$ cat src/wms_pkg.sv
// Shared constants and types for the watchdog, mailbox and status block.
// Assumes a single 100 MHz clock and byte-wide I/O accesses.
package wms_pkg;

    // Byte offsets inside the I/O window
    localparam logic [4:0] OFS_RELOAD = 5'h00;
    localparam logic [4:0] OFS_INIT   = 5'h01;
    localparam logic [4:0] OFS_OSMB   = 5'h02;
    localparam logic [4:0] OFS_HMB    = 5'h03;
    localparam logic [4:0] OFS_STS_LO = 5'h04;
    localparam logic [4:0] OFS_STS_HI = 5'h05;

    // Widths
    localparam int CNT_W = 6;
    localparam int STS_W = 16;
    localparam int PRE_W = 26;

    // Reset values, count constants and the minimum initial value
    localparam logic [7:0]       INIT_RST   = 8'h04;
    localparam logic [7:0]       BYTE_RST   = 8'h00;
    localparam logic [CNT_W-1:0] CNT_RST    = 6'h00;
    localparam logic [CNT_W-1:0] CNT_ONE    = 6'h01;
    localparam logic [CNT_W-1:0] INIT_MIN   = 6'h04;
    localparam logic [1:0]       RSVD_BITS  = 2'h0;

    // Status bit positions
    localparam int STS_OSMB = 1;
    localparam int STS_HMB  = 2;
    localparam int STS_TMO  = 3;
    localparam int STS_SCI  = 9;
    localparam int STS_SMI  = 10;
    localparam int STS_NMI  = 11;
    localparam int STS_SERR = 12;
    localparam logic [STS_W-1:0] STS_W1C_MASK = 16'h1E0E;

    // Tick period: 0.6 s in milliseconds, clock in kHz
    localparam int TICK_MS      = 600;
    localparam int CLK_KHZ      = 100000;
    localparam int TICK_CYCLES  = TICK_MS * CLK_KHZ;

    // Destination of the handler-mailbox interrupt
    typedef enum logic [1:0] {
        SEL_LEGACY = 2'b00,
        SEL_CFG    = 2'b01,
        SEL_MGMT   = 2'b10,
        SEL_NONE   = 2'b11
    } wms_irq_sel_e;

    // Messages arriving from the memory controller hub
    typedef struct packed {
        logic serr;
        logic nmi;
        logic smi;
        logic config_event_interrupt;
    } wms_hub_msg_s;

    // Interrupt requests, one-cycle pulses
    typedef struct packed {
        logic legacy;
        logic cfgEvent;
        logic mgmt;
        logic nmi;
    } wms_irq_s;

endpackage : wms_pkg

$ cat src/wms_sticky_flags.sv
// Bank of sticky flags, set by hardware, cleared by writing one.
// Assumes set and clear vectors are single-cycle on clk_sys.
`timescale 1ns/100ps
module wms_sticky_flags #(
    parameter int N = wms_pkg::STS_W
) (
    // Clock and reset
    input  wire logic         clk_sys,
    input  wire logic         nrst,
    // Events and clears
    input  wire logic [N-1:0] setVec,
    input  wire logic [N-1:0] clrVec,
    // Flag state
    output logic      [N-1:0] flags
);
    logic [N-1:0] flag_r;

    // Set beats clear so an event in the clearing cycle survives
    for (genvar i = 0; i < N; i++) begin : g_flag
        always_ff @(posedge clk_sys or negedge nrst) begin
            if (!nrst) begin
                flag_r[i] <= 1'b0;
            end else if (setVec[i]) begin
                flag_r[i] <= 1'b1;
            end else if (clrVec[i]) begin
                flag_r[i] <= 1'b0;
            end
        end
    end

    assign flags = flag_r;

endmodule : wms_sticky_flags

$ cat src/wms_tick_count.sv
// Prescaler and six-bit watchdog countdown.
// Assumes reload is a one-cycle pulse on clk_sys.
`timescale 1ns/100ps
module wms_tick_count #(
    parameter int unsigned TICK_CYCLES = wms_pkg::TICK_CYCLES
) (
    // Clock and reset
    input  wire logic                     clk_sys,
    input  wire logic                     nrst,
    // Restart request
    input  wire logic                     reload,
    input  wire logic [wms_pkg::CNT_W-1:0] loadVal,
    // Timer state
    output logic      [wms_pkg::CNT_W-1:0] count,
    output logic                          timeout
);
    localparam logic [wms_pkg::PRE_W-1:0] PRE_LAST =
        wms_pkg::PRE_W'(TICK_CYCLES - 1);
    localparam logic [wms_pkg::PRE_W-1:0] PRE_ZERO = '0;

    logic [wms_pkg::PRE_W-1:0] pre_r;
    logic [wms_pkg::CNT_W-1:0] cnt_r;
    logic                      tmo_r;
    wire                       tick = (pre_r == PRE_LAST);
    wire                       running = (cnt_r != wms_pkg::CNT_RST);

    // Prescaler restarts on reload so the first tick is a full period
    always_ff @(posedge clk_sys or negedge nrst) begin
        if (!nrst) begin
            pre_r <= PRE_ZERO;
        end else if (reload || tick) begin
            pre_r <= PRE_ZERO;
        end else begin
            pre_r <= pre_r + 1'b1;
        end
    end

    // Countdown; idle at zero until the next reload
    always_ff @(posedge clk_sys or negedge nrst) begin
        if (!nrst) begin
            cnt_r <= wms_pkg::CNT_RST;
            tmo_r <= 1'b0;
        end else begin
            tmo_r <= 1'b0;
            if (reload) begin
                cnt_r <= loadVal;
            end else if (tick && running) begin
                cnt_r <= cnt_r - 1'b1;
                tmo_r <= (cnt_r == wms_pkg::CNT_ONE);
            end
        end
    end

    assign count   = cnt_r;
    assign timeout = tmo_r;

    chk_tick_decrement: assert property (
        @(posedge clk_sys) disable iff (!nrst)
        (tick && running && !reload) |=> (cnt_r == $past(cnt_r) - 1'b1))
        else $error("countdown did not step down on tick");

endmodule : wms_tick_count

$ cat src/wms_watchdog_mailbox.sv
// Watchdog timer, two mailboxes and event status behind a byte I/O window.
// Assumes host strobes and hub messages are synchronous to clk_sys.
//
// Operation
// - Reading the reload register returns the present countdown value.
// - Any write to the reload register restarts the countdown.
// - Top two bits of the reload read value are always zero.
// - Reload copies the six-bit initial value into the timer; bits 7:6 reserved.
// - Initial values 0 to 3 are forbidden and ignored when written.
// - Countdown advances once per tick of about 0.6 seconds.
// - Timeout sets status bit 3 and raises a management interrupt.
// - OS mailbox write stores data, raises management interrupt, sets flag.
// - OS mailbox flag is status bit 1, cleared by writing one.
// - Handler mailbox write stores data and sets the handler flag.
// - Handler mailbox write raises an interrupt at the selected destination.
// - Handler mailbox flag is status bit 2, cleared by writing one.
// - Hub system-error message sets status bit 12.
// - Hub error flag with enable sets signalled error and raises NMI or SMI.
// - Hub NMI message sets status bit 11.
// - Hub management-interrupt message sets status bit 10.
// - Hub config-event message sets status bit 9.
// - Hub flags clear only on a written one; zero leaves them.
`timescale 1ns/100ps
module wms_watchdog_mailbox #(
    parameter int unsigned TICK_CYCLES = wms_pkg::TICK_CYCLES
) (
    // Clock and reset
    input  wire logic                 clk_sys,
    input  wire logic                 nrst,
    // Host I/O window
    input  wire logic [4:0]           ioAddr,
    input  wire logic [7:0]           ioWrData,
    input  wire logic                 ioWr,
    input  wire logic                 ioRd,
    output logic      [7:0]           ioRdData,
    // Hub messages, one-cycle pulses
    input  wire wms_pkg::wms_hub_msg_s hubMsg,
    // Controls held in neighbouring registers
    input  wire logic                 syserrEnable,
    input  wire logic                 nmiToMgmt,
    input  wire logic [1:0]           interruptSelectField,
    input  wire logic                 signalledSyserrClr,
    // Interrupt requests and status
    output wms_pkg::wms_irq_s         irqOut,
    output logic                      signalledSyserr,
    output logic [wms_pkg::CNT_W-1:0] watchdogCount
);

    // Register storage
    logic [7:0]               watchdogInitialReg_r;
    logic [7:0]               osMailboxReg_r;
    logic [7:0]               handlerMailboxReg_r;
    logic [7:0]               rdData_r;
    logic                     sse_r;
    logic                     sseCondD_r;
    wms_pkg::wms_irq_s        irq_r;
    wms_pkg::wms_irq_s        irq_nxt;

    // Sub-block outputs
    logic [wms_pkg::CNT_W-1:0] count;
    logic                      timeout;
    logic [wms_pkg::STS_W-1:0] watchdogStatusReg;

    // Address decode for writes
    wire wrReload = ioWr && (ioAddr == wms_pkg::OFS_RELOAD);
    wire wrInit   = ioWr && (ioAddr == wms_pkg::OFS_INIT);
    wire wrOsMb   = ioWr && (ioAddr == wms_pkg::OFS_OSMB);
    wire wrHMb    = ioWr && (ioAddr == wms_pkg::OFS_HMB);
    wire wrStsLo  = ioWr && (ioAddr == wms_pkg::OFS_STS_LO);
    wire wrStsHi  = ioWr && (ioAddr == wms_pkg::OFS_STS_HI);

    // Initial values below the minimum are dropped, old value kept
    wire initLegal = (ioWrData[wms_pkg::CNT_W-1:0] >= wms_pkg::INIT_MIN);

    // Reload always uses the stored six-bit field, not the written data
    wire [wms_pkg::CNT_W-1:0] loadVal =
        watchdogInitialReg_r[wms_pkg::CNT_W-1:0];

    // Countdown with its own prescaler
    wms_tick_count #(
        .TICK_CYCLES (TICK_CYCLES)
    ) u_tick (
        .clk_sys (clk_sys),
        .nrst    (nrst),
        .reload  (wrReload),
        .loadVal (loadVal),
        .count   (count),
        .timeout (timeout)
    );

    // Events that set status flags
    logic [wms_pkg::STS_W-1:0] setVec;
    logic [wms_pkg::STS_W-1:0] clrVec;
    always_comb begin
        setVec = '0;
        setVec[wms_pkg::STS_OSMB] = wrOsMb;
        setVec[wms_pkg::STS_HMB]  = wrHMb;
        setVec[wms_pkg::STS_TMO]  = timeout;
        setVec[wms_pkg::STS_SCI]  = hubMsg.config_event_interrupt;
        setVec[wms_pkg::STS_SMI]  = hubMsg.smi;
        setVec[wms_pkg::STS_NMI]  = hubMsg.nmi;
        setVec[wms_pkg::STS_SERR] = hubMsg.serr;
    end

    // Write-one-to-clear per byte lane; only implemented bits clear
    assign clrVec = {(wrStsHi ? ioWrData : wms_pkg::BYTE_RST),
                     (wrStsLo ? ioWrData : wms_pkg::BYTE_RST)}
                    & wms_pkg::STS_W1C_MASK;

    wms_sticky_flags #(
        .N (wms_pkg::STS_W)
    ) u_flags (
        .clk_sys (clk_sys),
        .nrst    (nrst),
        .setVec  (setVec),
        .clrVec  (clrVec),
        .flags   (watchdogStatusReg)
    );

    // Signalled system error is set from the hub error flag while enabled
    wire sseCond = watchdogStatusReg[wms_pkg::STS_SERR] && syserrEnable;
    wire sseRise = sseCond && !sseCondD_r;

    // Handler mailbox destination
    wire wms_pkg::wms_irq_sel_e hSel = wms_pkg::wms_irq_sel_e'(interruptSelectField);

    // Interrupt request assembly; the error fires once per rising condition
    always_comb begin
        irq_nxt          = '0;
        irq_nxt.mgmt     = timeout
                         || wrOsMb
                         || (wrHMb && (hSel == wms_pkg::SEL_MGMT))
                         || (sseRise && nmiToMgmt);
        irq_nxt.legacy   = wrHMb && (hSel == wms_pkg::SEL_LEGACY);
        irq_nxt.cfgEvent = wrHMb && (hSel == wms_pkg::SEL_CFG);
        irq_nxt.nmi      = sseRise && !nmiToMgmt;
    end

    // Read data mux; unmapped offsets read zero
    wire [7:0] rdStsLo = watchdogStatusReg[7:0];
    wire [7:0] rdStsHi = watchdogStatusReg[15:8];
    wire [7:0] rdReload = {wms_pkg::RSVD_BITS, count};
    logic [7:0] rdMux;
    always_comb begin
        if (ioAddr == wms_pkg::OFS_RELOAD) begin
            rdMux = rdReload;
        end else if (ioAddr == wms_pkg::OFS_INIT) begin
            rdMux = watchdogInitialReg_r;
        end else if (ioAddr == wms_pkg::OFS_OSMB) begin
            rdMux = osMailboxReg_r;
        end else if (ioAddr == wms_pkg::OFS_HMB) begin
            rdMux = handlerMailboxReg_r;
        end else if (ioAddr == wms_pkg::OFS_STS_LO) begin
            rdMux = rdStsLo;
        end else if (ioAddr == wms_pkg::OFS_STS_HI) begin
            rdMux = rdStsHi;
        end else begin
            rdMux = wms_pkg::BYTE_RST;
        end
    end

    // Initial-value register; illegal values never land
    always_ff @(posedge clk_sys or negedge nrst) begin
        if (!nrst) begin
            watchdogInitialReg_r <= wms_pkg::INIT_RST;
        end else if (wrInit && initLegal) begin
            watchdogInitialReg_r <= ioWrData;
        end
    end

    // Mailbox bytes; a write is both data and a doorbell
    always_ff @(posedge clk_sys or negedge nrst) begin
        if (!nrst) begin
            osMailboxReg_r      <= wms_pkg::BYTE_RST;
            handlerMailboxReg_r <= wms_pkg::BYTE_RST;
        end else begin
            if (wrOsMb) begin
                osMailboxReg_r <= ioWrData;
            end
            if (wrHMb) begin
                handlerMailboxReg_r <= ioWrData;
            end
        end
    end

    // Signalled error is sticky; a held or new condition beats the clear
    always_ff @(posedge clk_sys or negedge nrst) begin
        if (!nrst) begin
            sse_r      <= 1'b0;
            sseCondD_r <= 1'b0;
        end else begin
            sseCondD_r <= sseCond;
            if (sseCond) begin
                sse_r <= 1'b1;
            end else if (signalledSyserrClr) begin
                sse_r <= 1'b0;
            end
        end
    end

    // Registered outputs
    always_ff @(posedge clk_sys or negedge nrst) begin
        if (!nrst) begin
            irq_r    <= '0;
            rdData_r <= wms_pkg::BYTE_RST;
        end else begin
            irq_r <= irq_nxt;
            if (ioRd) begin
                rdData_r <= rdMux;
            end
        end
    end

    assign ioRdData        = rdData_r;
    assign irqOut          = irq_r;
    assign signalledSyserr = sse_r;
    assign watchdogCount   = count;

    // Reads of the reload offset show the live count with zero top bits
    chk_reload_read_count: assert property (
        @(posedge clk_sys) disable iff (!nrst)
        (ioRd && ioAddr == wms_pkg::OFS_RELOAD)
        |=> (ioRdData == {wms_pkg::RSVD_BITS, $past(count)}))
        else $error("reload read does not show count");

    chk_reload_top_zero: assert property (
        @(posedge clk_sys) disable iff (!nrst)
        (ioRd && ioAddr == wms_pkg::OFS_RELOAD) |=> (ioRdData[7:6] == 2'b00))
        else $error("reload read top bits not zero");

    chk_reload_restart: assert property (
        @(posedge clk_sys) disable iff (!nrst)
        wrReload |=> (count == $past(loadVal)))
        else $error("reload did not restart countdown");

    chk_init_ignored: assert property (
        @(posedge clk_sys) disable iff (!nrst)
        (wrInit && !initLegal)
        |=> $stable(watchdogInitialReg_r))
        else $error("illegal initial value stored");

    chk_timeout_status: assert property (
        @(posedge clk_sys) disable iff (!nrst)
        timeout |=> (watchdogStatusReg[wms_pkg::STS_TMO] && irqOut.mgmt))
        else $error("timeout flag or interrupt missing");

    chk_osmb_doorbell: assert property (
        @(posedge clk_sys) disable iff (!nrst)
        wrOsMb |=> (osMailboxReg_r == $past(ioWrData)
                    && watchdogStatusReg[wms_pkg::STS_OSMB] && irqOut.mgmt))
        else $error("OS mailbox write effects missing");

    chk_hmb_route: assert property (
        @(posedge clk_sys) disable iff (!nrst)
        (wrHMb && hSel == wms_pkg::SEL_LEGACY) |=> (irqOut.legacy && !irqOut.mgmt))
        else $error("handler mailbox interrupt misrouted");

    chk_hub_serr_set: assert property (
        @(posedge clk_sys) disable iff (!nrst)
        hubMsg.serr |=> watchdogStatusReg[wms_pkg::STS_SERR])
        else $error("hub error message not flagged");

    chk_w1c_zero_keep: assert property (
        @(posedge clk_sys) disable iff (!nrst)
        (wrStsHi && !ioWrData[3] && watchdogStatusReg[wms_pkg::STS_NMI])
        |=> watchdogStatusReg[wms_pkg::STS_NMI])
        else $error("flag cleared by a written zero");

    chk_sse_raise: assert property (
        @(posedge clk_sys) disable iff (!nrst)
        (sseCond && !sseCondD_r && !nmiToMgmt) |=> (signalledSyserr && irqOut.nmi))
        else $error("signalled error or NMI missing");

    // Timer restart, load and stepping
    chk_reload_no_timeout: assert property (
        @(posedge clk_sys) disable iff (!nrst)
        wrReload |=> !timeout)
        else $error("timeout despite reload");

    chk_reload_init_field: assert property (
        @(posedge clk_sys) disable iff (!nrst)
        wrReload
        |=> (watchdogCount == $past(watchdogInitialReg_r[wms_pkg::CNT_W-1:0])))
        else $error("reload did not load initial field");

    chk_count_step_one: assert property (
        @(posedge clk_sys) disable iff (!nrst)
        !wrReload
        |=> (count == $past(count) || count == $past(count) - 1'b1))
        else $error("count moved by more than one");

    chk_timeout_at_zero: assert property (
        @(posedge clk_sys) disable iff (!nrst)
        timeout |-> (count == wms_pkg::CNT_RST))
        else $error("timeout with nonzero count");

    // Mailbox data, flags and config routing
    chk_osmb_flag_clear: assert property (
        @(posedge clk_sys) disable iff (!nrst)
        (wrStsLo && ioWrData[wms_pkg::STS_OSMB])
        |=> !watchdogStatusReg[wms_pkg::STS_OSMB])
        else $error("OS mailbox flag not cleared");

    chk_hmb_store: assert property (
        @(posedge clk_sys) disable iff (!nrst)
        wrHMb
        |=> (handlerMailboxReg_r == $past(ioWrData) && watchdogStatusReg[wms_pkg::STS_HMB]))
        else $error("handler mailbox write effects missing");

    chk_hmb_cfg_route: assert property (
        @(posedge clk_sys) disable iff (!nrst)
        (wrHMb && hSel == wms_pkg::SEL_CFG)
        |=> (irqOut.cfgEvent && !irqOut.legacy))
        else $error("handler mailbox config route missing");

    chk_hmb_flag_clear: assert property (
        @(posedge clk_sys) disable iff (!nrst)
        (wrStsLo && ioWrData[wms_pkg::STS_HMB])
        |=> !watchdogStatusReg[wms_pkg::STS_HMB])
        else $error("handler mailbox flag not cleared");

    // Hub message flags and error routing
    chk_hub_nmi_set: assert property (
        @(posedge clk_sys) disable iff (!nrst)
        hubMsg.nmi |=> watchdogStatusReg[wms_pkg::STS_NMI])
        else $error("hub NMI message not flagged");

    chk_hub_mgmt_set: assert property (
        @(posedge clk_sys) disable iff (!nrst)
        hubMsg.smi |=> watchdogStatusReg[wms_pkg::STS_SMI])
        else $error("hub management message not flagged");

    chk_hub_cfg_set: assert property (
        @(posedge clk_sys) disable iff (!nrst)
        hubMsg.config_event_interrupt |=> watchdogStatusReg[wms_pkg::STS_SCI])
        else $error("hub config message not flagged");

    chk_sse_reroute: assert property (
        @(posedge clk_sys) disable iff (!nrst)
        (sseRise && nmiToMgmt)
        |=> (signalledSyserr && irqOut.mgmt && !irqOut.nmi))
        else $error("rerouted error interrupt missing");

endmodule : wms_watchdog_mailbox

$ cat config.mk
export PLATFORM = sky130hd
export DESIGN_NAME = wms_watchdog_mailbox
export DESIGN_NICKNAME = d
export VERILOG_FILES = /design/src/wms_pkg.sv /design/src/wms_sticky_flags.sv /design/src/wms_tick_count.sv /design/src/wms_watchdog_mailbox.sv
export SDC_FILE = /design/constraint.sdc
export NUM_CORES = 1
export LEC_CHECK = 0
export BUFFER_PORTS_ARGS = -buffer_cell sky130_fd_sc_hd__buf_2
export CAP_MARGIN = 20
export CORE_MARGIN = 2
export CORE_UTILIZATION = 45
export CTS_CLUSTER_DIAMETER = 30
export CTS_CLUSTER_SIZE = 8
export DETAILED_ROUTE_END_ITERATION = 7
export PLACE_DENSITY = 0.73
export RECOVER_POWER = 50
export SYNTH_ARGS = -nofsm -noshare
export SYNTH_HDL_FRONTEND = slang
export SYNTH_SLANG_ARGS = --single-unit
$ cat constraint.sdc
create_clock -name clk_sys -period 2.2 [get_ports clk_sys]
set_clock_uncertainty 0.15 [all_clocks]
set_input_delay 0 -clock clk_sys [delete_from_list [all_inputs] [get_ports clk_sys]]
set_output_delay 0 -clock clk_sys [all_outputs]
set_load 0.01 [all_outputs]
==> key figures <==
Outcome
  – Status: finished clean

Die
  – Die area: 0.008995 mm2
  – Initial core utilization: 45.89%
  – Cell Rows: 33
  – Die W: 94.84 um
  – Die Ht: 94.84 um
  – I/O Pins: 45
  – Area of the core: between 0.008 and 0.009 mm2

Routing
  – Detail Route Antenna Nets: 0
  – Vias: 2961
  – Initial drt markers: between 150 and 200
  – DRC viols: 0
  – 1st-pass router iterations: 4
  – Final WL: 8412 um
  – WL per Instance: roughly 15 um
  – Via/cell ratio: roughly 5.4

STA
  – Slew margin rel.: 31.42%
  – Fin crit share: around 96%
  – # setup viols final: 0
  – Final hold vios: 0
  – RSZ-0062 raised after global routing: yes
  – Least-Margin Pin Slew: about 1 ns
  – Clock period minus worst slack: 2.103 ns
  – Final Slew Violations: 0
  – Fmax: 0.4755 GHz

Critical path
  – Buf+Inv Stages, Crit Path: 0
  – CP arrival: roughly 2.2 ns
  – Worst path slowest cell: or4_4
  – Crit path max-delay family: simple AND/OR/NAND/NOR gates
  – CP max stage delay: 0.48 ns
  – Startpoint type of the worst setup path: flop
  – Worst path required time: 2.32 ns
  – Crit end category: flop
  – Crit-path cells: and4_4 > nand4_1 > or3_4 > or4_4 > a31oi_1
  – Kind of critical path: flop to flop
  – Maximum fanout along the worst path: 5

CTS
  – Clock Path Buffers: 2
  – Clock-pin slew on the worst setup and hold paths: 0.08 ns
  – CTS Sinks: 78
  – CTS Buf Count: 9
  – Root Buffer: clkbuf_8
  – TritonCTS clock tree: yes
  – Clk_lat worst skew: ~0.34 ns
  – # H-tree levels: 3

Power and ir drop
  – Max VDD drop: 0.4830 mV
  – Pwr/cell area: 794.5 mW/mm2
  – Leak pwr: 2.141 nW
  – Power Total: between 3 and 4 mW

Final layout
  – NumNets Final: about 470
  – # fillers: roughly 720
  – Share of post-route cells with drive strength above 1: 25.84%
  – Fin area: 0.004721 mm2
  – Antenna Cells: 0
  – Final std cells w/o fill: 550
  – Area Growth Syn to Fin: 27.12%

Yosys
  – Cell variety after synth: 43
  – Yosys top cell area share: 51.89%
  – Synth area leader: dfrtp_1
  – Post-synthesis sequential area ratio: 52.59%
  – Syn nets: 377
  – Top post-synthesis cells by area: dfrtp_1 52%, mux2_2 7.9%, xor2_1 4.5%
  – Synthesis-stage register bit count: 78
  – FFs w/ async S/R, synth: between 90% and 100%
  – Top FF cell, synth: dfrtp_1
  – Cells after Synth: roughly 350
  – YS warnings: 0
  – Synth Cell Area: ~0.0037 mm2
  – EDFF count, synth: 0
  – Syn Area/Cell: 10.70 um2

Placement
  – Placed inst area: 0.004182 mm2
  – Placed insts: 503
  – Post-DP HPWL: between 5000 and 6000 um
  – Gpl congestion: 0.8948
  – Port Buffers: 44

Global routing
  – Gr ovfl total: 0
  – Vias in the first global route: 3015
  – Aggregate global-route resource usage: 20.93%
  – First-pass GRT wire length: 14410 um
  – Largest net degree at the start of global routing: 79
  – Initial antenna violation count: 0

Job
  – Max-cap viol count: 0

Hold path
  – Worst Hold Class: input port to flop
power breakdown:
part	internal (mW)	switching, mW
Combinational	0.354	0.314
Clock	0.747	0.521
Sequential	1.64	0.177
Total	2.74	1.01
worst reg2reg max path: stages, from the launching register on:
cell and delay (ns):
dfrtp_1 0.42, and4_4 0.24, nand4_1 0.15, or3_4 0.43, or4_4 0.48, a31oi_1 0.16
path summary, 6_finish.rpt:
path,start,to,slack [ns],cells after the start
worst max-delay path,u_tick.pre_r[3],u_tick.count[2],0.1,5
worst min-delay path,ioAddr[4],ioRdData[0],0.02,5
worst max register to register,u_tick.pre_r[3],u_tick.count[2],0.1,5
worst min register to register,u_tick.timeout,u_flags.flags[3],0.33,1
max in group asynchronous,nrst,u_tick.pre_r[14],0.83,3
min in group asynchronous,nrst,u_tick.pre_r[7],0.37,3
cells by family (layout without fill, tap and decap cells):
logic type / count (synthesis) / count (layout) / share of synthesized area, %
xor gates and xnor gates: 26 / 26 / 6.132
DFF: 78 / 78 / 52.59
muxes: 34 / 34 / 10.71
and+or+nand+nor: 141 / 141 / 19.84
AOI/OAI and AO/OA: 41 / 41 / 7.008
buffers and inverters: 23 / 121 / 2.358
adders and majority gates: 4 / 4 / 1.348
per-layer routing:
| metal | vias to the layer above | GRT usage (%) | part of all wire (%) | wire length (um) |
|---|---|---|---|---|
| met5 | - | 0 | 0 | 0 |
| met4 | 0 | 10.27 | 2.3 | 190 |
| met3 | 20 | 3.432 | 3.4 | 289 |
| met2 | 68 | 34.69 | 50 | 4237 |
| met1 | 1457 | 26.65 | 44 | 3694 |
| li1 | 1416 | - | - | - |
metrics by stage:
stage | hold slack (ns) | utilization, % | TNS, ns | setup slack [ns]
2_1_floorplan | -0.4456 | - | 0 | 0.05920
3_3_place_gp | -0.09616 | 51.67 | 0 | 0.06002
3_5_place_dp | -0.09583 | 51.67 | 0 | 0.02202
4_1_cts | 0.002101 | 58.16 | 0 | 0.005972
5_1_grt | 0.01528 | 58.33 | -0.03169 | -0.03169
6_report | 0.01566 | 58.33 | 0 | 0.09679
cell type report:
class,count,area [um2],area share [%]
clock buffers,9,123.9,2.624
clock inverters,6,111.4,2.359
inverters,13,48.80,1.034
multi-input cells,246,1684,35.67
flip-flops and latches,78,1956,41.43
well taps,105,131.4,2.783
repair buffers,93,665.6,14.10
timing repair:
| action | 4_1_cts | 5_1_grt |
|---|---|---|
| endpoints found under the hold margin | 124 | 0 |
| resized for setup | 0 | 5 |
| hold buffers | 29 | 0 |
| setup endpoints to repair | 0 | 2 |
| setup buffers | 0 | 3 |
cell usage after synthesis, types with 5 or more instances:
cell and instances:
xor2_1 19, xnor2_1 7, clkbuf_1 9, a21oi_1 7, nor4_1 5, mux2i_1 6, nand4_1 5, nand2_1 28
mux2_2 26, nor2_1 43, nand3_1 19, a21o_1 6, dfrtp_1 77, o21ai_0 13, nor3_1 9, or3_1 5
inv_1 13
flip-flops by register name (all words and copies together), names as in the netlist, 4 cells and up:
name,cells
u_tick.pre_r,26
handlerMailboxReg_r,8
ioRdData,8
osMailboxReg_r,8
watchdogInitialReg_r,8
u_flags.flags,7
u_tick.count,6
irqOut,4
cells in the final DEF, fill, tap and decap left out, types with 3 or more instances in the layout:
cell / n
clkbuf_8: 9
inv_1: 13
buf_2: 35
o21ai_0: 13
clkbuf_1: 8
and3_1: 4
nor4_1: 5
xor2_1: 19
nand4_1: 5
nor2_1: 43
a31oi_1: 4
buf_4: 18
nand2_1: 28
mux2_2: 26
bufinv_16: 3
and4_1: 3
o32ai_1: 3
mux2i_1: 6
a21o_1: 6
or3_1: 5
nand3_1: 19
dfrtp_1: 75
a22oi_1: 3
dlygate4sd3_1: 29
xnor2_1: 7
ha_1: 4
a21oi_1: 7
nor3_1: 9
No activity file was read; power rests on OpenSTA's default activity.
